$ cat src/ppr_pkg.sv
// Constants for the peripheral pin remap block
package ppr_pkg;
  localparam int          PPR_AW             = 4;
  localparam int          PPR_DW             = 16;
  localparam int          PPR_SW             = 5;
  localparam int          PPR_NPIN           = 32;
  localparam int          PPR_NFUNC          = 32;
  localparam logic [3:0]  OFF_SPI2_CLK_DATA  = 4'h0;
  localparam logic [3:0]  OFF_SPI2_SELECT    = 4'h1;
  localparam logic [3:0]  OFF_PINS_8_9_MAP   = 4'h2;
  localparam int          FLD_HI_LSB         = 8;
  localparam int          FLD_LO_LSB         = 0;
  localparam logic [4:0]  RST_INPUT_SEL      = 5'h1F;
  localparam logic [4:0]  RST_OUTPUT_SEL     = 5'h00;
  localparam int          SYNC_STAGES        = 3;
endpackage

$ cat src/ppr_top.sv
// Remappable pin select logic for the second serial port and pins 8 and 9
`timescale 1ns/1ps
module ppr_top (
  input  wire logic                          clk,
  input  wire logic                          arst_n,
  input  wire logic                          ce,
  input  wire logic [ppr_pkg::PPR_AW-1:0]    reg_addr,
  input  wire logic [ppr_pkg::PPR_DW-1:0]    reg_wdata,
  input  wire logic                          reg_wr,
  input  wire logic                          reg_rd,
  output logic      [ppr_pkg::PPR_DW-1:0]    reg_rdata,
  input  wire logic [ppr_pkg::PPR_NPIN-1:0]  remappable_pin,
  input  wire logic [ppr_pkg::PPR_NFUNC-1:0] periph_out,
  output logic                               port2_serial_clock_input,
  output logic                               port2_serial_data_input,
  output logic                               port2_slave_select_input,
  output logic                               pin8_out,
  output logic                               pin9_out
);
  import ppr_pkg::*;

  ////////////////////////////////////////////////////////////////////////////////
  // State

  typedef struct packed {
    logic [PPR_SW-1:0] port2_clock_in_pin_sel;
    logic [PPR_SW-1:0] port2_data_in_pin_sel;
    logic [PPR_SW-1:0] port2_select_in_pin_sel;
    logic [PPR_SW-1:0] pin9_output_func_sel;
    logic [PPR_SW-1:0] pin8_output_func_sel;
    logic [PPR_DW-1:0] rdata;
    logic              sck;
    logic              sdi;
    logic              ss;
    logic              p8;
    logic              p9;
  } ppr_state_s;

  ppr_state_s st;
  ppr_state_s next_st;
  logic [PPR_NPIN-1:0] pin_sync;

  function automatic logic [PPR_DW-1:0] pack2(input logic [PPR_SW-1:0] hi,
                                              input logic [PPR_SW-1:0] lo);
    logic [PPR_DW-1:0] v;
    v = '0;
    v[FLD_HI_LSB +: PPR_SW] = hi;
    v[FLD_LO_LSB +: PPR_SW] = lo;
    return v;
  endfunction

  ////////////////////////////////////////////////////////////////////////////////
  // Pad synchroniser

  ppr_input_sync #(.W(PPR_NPIN)) u_sync (
    .clk      (clk),
    .arst_n   (arst_n),
    .ce       (ce),
    .pad_in   (remappable_pin),
    .pad_sync (pin_sync)
  );

  ////////////////////////////////////////////////////////////////////////////////
  // Registers and routing

  always_comb begin
    next_st = st;
    if (reg_wr) begin
      case (reg_addr)
        OFF_SPI2_CLK_DATA: begin
          next_st.port2_clock_in_pin_sel = reg_wdata[FLD_HI_LSB +: PPR_SW];
          next_st.port2_data_in_pin_sel  = reg_wdata[FLD_LO_LSB +: PPR_SW];
        end
        OFF_SPI2_SELECT: begin
          next_st.port2_select_in_pin_sel = reg_wdata[FLD_LO_LSB +: PPR_SW];
        end
        OFF_PINS_8_9_MAP: begin
          next_st.pin9_output_func_sel = reg_wdata[FLD_HI_LSB +: PPR_SW];
          next_st.pin8_output_func_sel = reg_wdata[FLD_LO_LSB +: PPR_SW];
        end
        default: begin
        end
      endcase
    end
    next_st.rdata = '0;
    if (reg_rd) begin
      case (reg_addr)
        OFF_SPI2_CLK_DATA: next_st.rdata = pack2(st.port2_clock_in_pin_sel,
                                                 st.port2_data_in_pin_sel);
        OFF_SPI2_SELECT:   next_st.rdata = pack2('0, st.port2_select_in_pin_sel);
        OFF_PINS_8_9_MAP:  next_st.rdata = pack2(st.pin9_output_func_sel,
                                                 st.pin8_output_func_sel);
        default:           next_st.rdata = '0;
      endcase
    end
    // Routing uses the stored selectors; takes effect one cycle after a write
    next_st.sck = pin_sync[st.port2_clock_in_pin_sel];
    next_st.sdi = pin_sync[st.port2_data_in_pin_sel];
    next_st.ss  = pin_sync[st.port2_select_in_pin_sel];
    next_st.p9  = periph_out[st.pin9_output_func_sel];
    next_st.p8  = periph_out[st.pin8_output_func_sel];
  end

  always_ff @(posedge clk or negedge arst_n) begin
    if (!arst_n) begin
      st                         <= '0;
      st.port2_clock_in_pin_sel  <= RST_INPUT_SEL;
      st.port2_data_in_pin_sel   <= RST_INPUT_SEL;
      st.port2_select_in_pin_sel <= RST_INPUT_SEL;
      st.pin9_output_func_sel    <= RST_OUTPUT_SEL;
      st.pin8_output_func_sel    <= RST_OUTPUT_SEL;
    end else if (ce) begin
      st <= next_st;
    end
  end

  assign reg_rdata                = st.rdata;
  assign port2_serial_clock_input = st.sck;
  assign port2_serial_data_input  = st.sdi;
  assign port2_slave_select_input = st.ss;
  assign pin8_out                 = st.p8;
  assign pin9_out                 = st.p9;

  ////////////////////////////////////////////////////////////////////////////////
  // Checks

  property p_wr_sel_hi;
    @(posedge clk) disable iff (!arst_n)
      (ce && reg_wr && reg_addr == OFF_SPI2_CLK_DATA)
        |=> (st.port2_clock_in_pin_sel == $past(reg_wdata[12:8]));
  endproperty
  a_wr_sel_hi: assert property (p_wr_sel_hi) else $error("clock select not stored");

  property p_route_sck;
    @(posedge clk) disable iff (!arst_n)
      ce ##1 ce |-> port2_serial_clock_input == $past(pin_sync[st.port2_clock_in_pin_sel]);
  endproperty
  a_route_sck: assert property (p_route_sck) else $error("clock input misrouted");

  property p_route_sdi;
    @(posedge clk) disable iff (!arst_n)
      ce ##1 ce |-> port2_serial_data_input == $past(pin_sync[st.port2_data_in_pin_sel]);
  endproperty
  a_route_sdi: assert property (p_route_sdi) else $error("data input misrouted");

  property p_route_ss;
    @(posedge clk) disable iff (!arst_n)
      ce ##1 ce |-> port2_slave_select_input == $past(pin_sync[st.port2_select_in_pin_sel]);
  endproperty
  a_route_ss: assert property (p_route_ss) else $error("select input misrouted");

  property p_route_p9;
    @(posedge clk) disable iff (!arst_n)
      ce ##1 ce |-> pin9_out == $past(periph_out[st.pin9_output_func_sel]);
  endproperty
  a_route_p9: assert property (p_route_p9) else $error("pin 9 misrouted");

  property p_route_p8;
    @(posedge clk) disable iff (!arst_n)
      ce ##1 ce |-> pin8_out == $past(periph_out[st.pin8_output_func_sel]);
  endproperty
  a_route_p8: assert property (p_route_p8) else $error("pin 8 misrouted");

  property p_unused_zero;
    @(posedge clk) disable iff (!arst_n)
      reg_rdata[15:13] == 3'h0 && reg_rdata[7:5] == 3'h0;
  endproperty
  a_unused_zero: assert property (p_unused_zero) else $error("unused bits nonzero");

  property p_sel_reg_zero;
    @(posedge clk) disable iff (!arst_n)
      (ce && reg_rd && reg_addr == OFF_SPI2_SELECT) |=> reg_rdata[15:5] == 11'h000;
  endproperty
  a_sel_reg_zero: assert property (p_sel_reg_zero) else $error("select reg upper bits set");

  property p_next_cycle;
    @(posedge clk) disable iff (!arst_n)
      (ce && reg_wr && reg_addr == OFF_PINS_8_9_MAP) ##1 ce
        |-> (st.pin8_output_func_sel == $past(reg_wdata[FLD_LO_LSB +: PPR_SW]))
        ##1 (pin8_out == $past(periph_out[st.pin8_output_func_sel]));
  endproperty
  a_next_cycle: assert property (p_next_cycle) else $error("routing change late");

  property p_wr_sel_lo;
    @(posedge clk) disable iff (!arst_n)
      (ce && reg_wr && reg_addr == OFF_SPI2_CLK_DATA)
        |=> (st.port2_data_in_pin_sel == $past(reg_wdata[FLD_LO_LSB +: PPR_SW]));
  endproperty
  a_wr_sel_lo: assert property (p_wr_sel_lo) else $error("data select not stored");

  property p_wr_sel_ss;
    @(posedge clk) disable iff (!arst_n)
      (ce && reg_wr && reg_addr == OFF_SPI2_SELECT)
        |=> (st.port2_select_in_pin_sel == $past(reg_wdata[FLD_LO_LSB +: PPR_SW]));
  endproperty
  a_wr_sel_ss: assert property (p_wr_sel_ss) else $error("slave select not stored");

  property p_wr_map_p9;
    @(posedge clk) disable iff (!arst_n)
      (ce && reg_wr && reg_addr == OFF_PINS_8_9_MAP)
        |=> (st.pin9_output_func_sel == $past(reg_wdata[FLD_HI_LSB +: PPR_SW]));
  endproperty
  a_wr_map_p9: assert property (p_wr_map_p9) else $error("pin 9 map not stored");

  property p_wr_map_p8;
    @(posedge clk) disable iff (!arst_n)
      (ce && reg_wr && reg_addr == OFF_PINS_8_9_MAP)
        |=> (st.pin8_output_func_sel == $past(reg_wdata[FLD_LO_LSB +: PPR_SW]));
  endproperty
  a_wr_map_p8: assert property (p_wr_map_p8) else $error("pin 8 map not stored");

  property p_rdata_idle;
    @(posedge clk) disable iff (!arst_n)
      (ce && !reg_rd) |=> (reg_rdata == '0);
  endproperty
  a_rdata_idle: assert property (p_rdata_idle) else $error("read data not cleared");

  property p_ce_freeze;
    @(posedge clk) disable iff (!arst_n)
      !ce |=> $stable(st);
  endproperty
  a_ce_freeze: assert property (p_ce_freeze) else $error("state moved with enable low");
endmodule // ppr_top

$ cat src/ppr_input_sync.sv
// Three-stage pad synchroniser with agreement filter
`timescale 1ns/1ps
module ppr_input_sync #(
  parameter int W = 32
) (
  input  wire logic         clk,
  input  wire logic         arst_n,
  input  wire logic         ce,
  input  wire logic [W-1:0] pad_in,
  output logic      [W-1:0] pad_sync
);
  import ppr_pkg::*;

  typedef struct packed {
    logic [W-1:0] s1;
    logic [W-1:0] s2;
    logic [W-1:0] s3;
    logic [W-1:0] q;
  } ppr_sync_s;

  ppr_sync_s st;
  ppr_sync_s next_st;

  always_comb begin
    next_st    = st;
    next_st.s1 = pad_in;
    next_st.s2 = st.s1;
    next_st.s3 = st.s2;
    for (int i = 0; i < W; i++) begin
      if (st.s2[i] == st.s3[i]) begin
        next_st.q[i] = st.s3[i];
      end
    end
  end

  always_ff @(posedge clk or negedge arst_n) begin
    if (!arst_n) begin
      st <= '0;
    end else if (ce) begin
      st <= next_st;
    end
  end

  assign pad_sync = st.q;
endmodule // ppr_input_sync

$ cat config.mk
export PLATFORM = sky130hd
export DESIGN_NAME = ppr_top
export DESIGN_NICKNAME = d
export VERILOG_FILES = /design/src/ppr_pkg.sv /design/src/ppr_top.sv /design/src/ppr_input_sync.sv
export SDC_FILE = /design/constraint.sdc
export NUM_CORES = 1
export LEC_CHECK = 0
export ABC_AREA = 0
export BUFFER_PORTS_ARGS = -buffer_cell sky130_fd_sc_hd__buf_4
export CAP_MARGIN = 15
export CORE_ASPECT_RATIO = 2
export CORE_MARGIN = 2
export CORE_UTILIZATION = 30
export CTS_BUF_LIST = sky130_fd_sc_hd__clkbuf_2
export DETAILED_ROUTE_END_ITERATION = 7
export GPL_TIMING_DRIVEN = 0
export PLACE_DENSITY_LB_ADDON = 0.1
export SLEW_MARGIN = 0
export SYNTH_ARGS = -nofsm -noshare
export SYNTH_HDL_FRONTEND = slang
export SYNTH_HIERARCHICAL = 1
export SYNTH_SLANG_ARGS = --single-unit
$ cat constraint.sdc
create_clock -name clk -period 2 [get_ports clk]
set_input_delay 0.2 -clock clk [delete_from_list [all_inputs] [get_ports clk]]
set_output_delay 0.2 -clock clk [all_outputs]
set_load 0.005 [all_outputs]
* Word-level counts from Yosys, hierarchy flattened
Cells that the tools add are included.
** Storage, ports and cells
- Bits in registers :: 174
- Latch bits :: 0
- RAM bits :: 0
- Memory bits (read-only) :: 0
- Input bits :: 89
- Output and inout port bits :: 21
- Logic and storage cells :: 133
- Memories :: 0
** Operators by class
- Add/sub/neg operators :: 0
- $mul :: 0
- Div/mod/pow operators :: 0
- $lt $le $gt $ge :: 5
- Eq/ne operators :: 34
- Shifts and indexed selects :: 0
- Mux-type cells :: 12
- Bitwise operators :: 0
- Reduce and logical (&&, ||, !) cells :: 36
** Operator list (number)
- $reduce_and 2->1 :: 32
- $pmux 13 s3 :: 1
- $eq 1x1->1 :: 32
- $lt 5x6->1 const B :: 5
- $bmux 1 s5 :: 5
- $mux 13 :: 1
- $reduce_and 3->1 :: 3
- $mux 1 :: 5
- $eq 4x1->1 const B :: 1
- $eq 4x2->1 const B :: 1
- $logic_not 4->1 :: 1

* Depth between registers and ports, before layout
- Word-level depth :: 3
- Mapped depth :: 6
- Mapped depth without buffers :: 5

* Hierarchy
Netlist, hierarchy kept.
** By module, submodules not included
- ppr_input_sync :: instances 1, cells each 374, area an instance 5666.7 µm², seq. area each 3203.1 µm²
- ppr_top :: instances 1, cells each 352, area an instance 3363.2 µm², seq. area each 1019.7 µm²

* Worst setup path after synthesis
Ideal clock, no wire load.
- Kind :: register to register
- Start point :: register st[36] (netlist name)
- End point :: register st (netlist bit port2_serial_data_input)
- Library setup time :: 0.150 ns
- Arrival time :: 1.384 ns
- Required time :: 1.850 ns
- Slack :: 0.466 ns
- Cell stages (with the launch flop) :: 7
- Buffers on the path :: 1
- Clock period less this slack :: 1.534 ns
- Path through :: dfstp_2 buf_6 mux2_2 o2bb2ai_1 a211oi_1 a31oi_1 a41oi_1
** RTL lines
- end signal: assignment :: line ppr_top.sv:113 : st <= next_st;
- end: declaration :: line ppr_top.sv:39 : ppr_state_s st;

==> metrics.md <==
| Metric | Value |
|---|---|
| Crit-path max FO | `2` |
| Maxcap violations | `0` |
| Crit path DAT | `2.78 ns` |
| Post-DP HPWL | `roughly 18 mm` |
| Design area | `~12000 um2` |
| Register-to-Register Path Depth | `6` |
| Die Span X | `around 130 um` |
| Slew Viols, Final | `0` |
| Synthesized cell area | `~9000 um2` |
| Gr usage total | `0.160` |
| Leak Pwr | `around 5.3 nW` |
| Synth top area cells | `dfrtp_1 42%, mux2_4 12%, mux2i_1 9.5%` |
| Post-synth top area cell | `dfrtp_1` |
| Die H | `between 200 and 250 um` |
| Port-buffer cells | `96` |
| Remaining global-route overflow | `0` |
| Max clock buf depth | `2` |
| CTS root buf | `clkbuf_2` |
| WP data required | `about 2.8 ns` |
| Failing checks | `negative setup slack` |
| Leading cell types by count after synthesis | `153 x dfrtp_1, 86 x mux2i_1, 74 x mux2_4` |
| DRT Pass-1 Iters | `4` |
| DIE AREA | `31600 um2` |
| DR iter-0 viols | `~240` |
| Worst Setup Start Kind | `primary input` |
| Post-Place Cells | `around 1200` |
| #FFs+latches synth | `between 150 and 200` |
| Synth Flop Type | `dfrtp_1` |
| WL/cell | `between 15 and 20 um` |
| Yosys top cell area share | `0.424` |
| Max-slew headroom | `0.492` |
| Post-Syn Instances | `726` |
| Kind of critical path | `primary input to register` |
| Share of layout cells above drive strength 1 | `0.351` |
| Placed Area | `slightly above 10000 um2` |
| RSZ-0062 raised after global routing | `false` |
| Vias in the first global route | `between 6000 and 7000` |
| Starting Density | `0.305` |
| FF-to-FF End | `port2_serial_clock_input` |
| Clock transition at path regs | `0.28 ns` |
| Cell with the most instances after synthesis | `dfrtp_1` |
| Clock Latency Late Sink | `0.82 ns` |
| Fin crit share | `1.02` |
| DRC errors left | `0` |
| Fin cells | `around 1300` |
| TritonCTS Buffers | `17` |
| Final GP Congestion | `between 0.8 and 0.9` |
| Max Freq | `492 MHz` |
| Core area | `around 30000 um2` |
| First-pass GRT wire length | `38.2 mm` |
| Post-CTS setup repair buffer count | `0` |
| Final setup margin | `-0.0319 ns` |
| Filler Cells Inserted | `just under 3000` |
| Outcome | `finished with violations` |
| TritonCTS clock tree | `done` |
| Vias per std cell | `4.70` |
| Setup tns final | `-0.0319 ns` |
| Final ANT Viol Nets | `0` |
| Post-Route WL | `24.6 mm` |
| Minimum clock period | `about 2.0 ns` |
| Seq/Total Area, Yosys | `0.468` |
| Worst setup EP type | `register` |
| # setup viols final | `1` |
| Flop-to-flop setup slack | `approximately 0.040 ns` |
| Routed vias | `between 6000 and 7000` |
| Largest net degree at the start of global routing | `89` |
| Clock Skew | `between 0.03 and 0.04 ns` |
| Worst Setup SP | `reg_wdata[11]` |
| Final #Nets | `about 1100` |
| H-tree levels | `4` |
| Synth cell types | `37` |
| Ys Warns | `6` |
| Synth-to-Final Area Change | `29.6%` |
| Worst r2r src | `st[41]` |
| Final Hold Vio Count | `0` |
| Clk sink count | `about 170` |
| Avg Inst Size Synth | `between 10 and 15 um2` |
| Worst setup endpoint | `st[29]` |
| Antenna violations before repair | `1` |
| # IOs | `110` |
| Number of synthesized flops with an enable pin | `0` |
| Max VDD drop | `between 0.3 and 0.4 mV` |
| P per Cell Area | `just under 900 nW/um2` |
| Post-synth ARST share | `1.00` |
| Final core utilization | `0.395` |
| Least-Margin Pin Slew | `0.762 ns` |
| Num rows | `89` |
| Min-Delay Path Class | `primary input to register` |
where the power goes:
| part | total (W) | switching [W] | internal [W] |
|---|---|---|---|
| Combinational | 0.00354 | 0.00151 | 0.00203 |
| Sequential | 0.00476 | 0.000657 | 0.00411 |
| Clock | 0.00188 | 0.00128 | 0.000594 |
cell families after synthesis:
family	after synthesis	share of synthesized area
muxes	206	0.276
AOI/OAI and AO/OA	136	0.110
and+or+nand+nor	120	0.0714
buffers and inverters	95	0.0750
DFF	168	0.468
other	1	0.000415
stage by stage:
| stage | hold WS (ns) | total power, W | setup WS [ns] |
|---|---|---|---|
| 5_1_grt | 0.0563 | 0.0108 | 0.00246 |
| 3_5_place_dp | 0.248 | 0.00816 | 0.0226 |
| 6_report | 0.164 | 0.0102 | -0.0319 |
| 3_3_place_gp | 0.431 | 0.00812 | -0.406 |
| 4_1_cts | 0.00148 | 0.0104 | 0.0305 |
| 2_1_floorplan | -0.0956 | 0.00702 | 0.466 |
per-layer routing:
layer / share of wire / track usage / vias up
met5: 0 / 0 / -
met4: 0.042 / 0.0845 / 0
met3: 0.029 / 0.0260 / 44
met2: 0.55 / 0.304 / 143
met1: 0.37 / 0.164 / 3054
li1: - / - / 3068
flip-flops by register name, indices dropped and copies added (netlist names):
signal,flops
port2_serial_clock_input,1
reg_rdata,10
pin8_out,1
port2_slave_select_input,1
u_sync/pad_sync,32
pin9_out,1
u_sync/next_st,64
port2_serial_data_input,1
u_sync/st,32
st,25
worst max-delay path: stages:
cell and delay [ns]:
dlygate4sd3_1 0.52, dlygate4sd3_1 0.55, buf_4 0.14, dlygate4sd3_1 0.56, mux2_2 0.26, dlygate4sd3_1 0.55
cell usage in the layout (no fill, tap or decap), types with 3 or more instances in the layout:
master and n:
a22o_1 33, buf_8 3, a31oi_1 7, buf_6 14, conb_1 6, mux2_4 74
o22ai_1 10, o21ai_0 3, buf_4 148, mux2i_1 86, buf_2 7, a211oi_1 5
nand2_1 28, nor2_1 16, a21o_1 30, inv_1 14, nor2b_1 12, a41oi_1 4
nand2b_1 38, dfrtp_1 153, inv_6 4, o2bb2ai_1 4, clkbuf_2 18, a22oi_1 9
nand3_1 10, clkbuf_1 4, a311oi_1 4, nand4_1 3, a21oi_1 24, and3_1 7
dfstp_2 15, dlygate4sd3_1 116, mux2_2 46
area by class of cell:
class	instances	area, um2	share of cell area
Antenna cell	2	5.00	0.000428
Sequential cell	168	4220	0.361
Buffer	81	639	0.0547
Inverter	14	52.6	0.00449
Clock buffer	18	90.1	0.00770
Clock inverter	14	148	0.0126
Timing Repair Buffer	214	1930	0.165
Multi-Input combinational cell	468	4160	0.355
Tap cell	364	455	0.0389
what timing repair did:
item                                    4_1_cts  5_1_grt
endpoints found under the setup margin        0        8
gates resized for setup                       0        6
hold buffers                                117        0
endpoints found under the hold margin       252        0
worst min-delay path by stage:
stage	end	slack (ns)	from	depth (start not counted)
after floorplan	pin8_out	-0.1	arst_n	0
after global routing	st[45]	0.06	reg_wdata[12]	3
after CTS	u_sync/next_st[78]	0.001	remappable_pin[14]	3
after global placement	u_sync/next_st[86]	0.43	remappable_pin[22]	2
final	pin8_out	0.16	periph_out[14]	6
after detailed placement	u_sync/next_st[73]	0.25	arst_n	1
(Power assumes the default switching activity.)
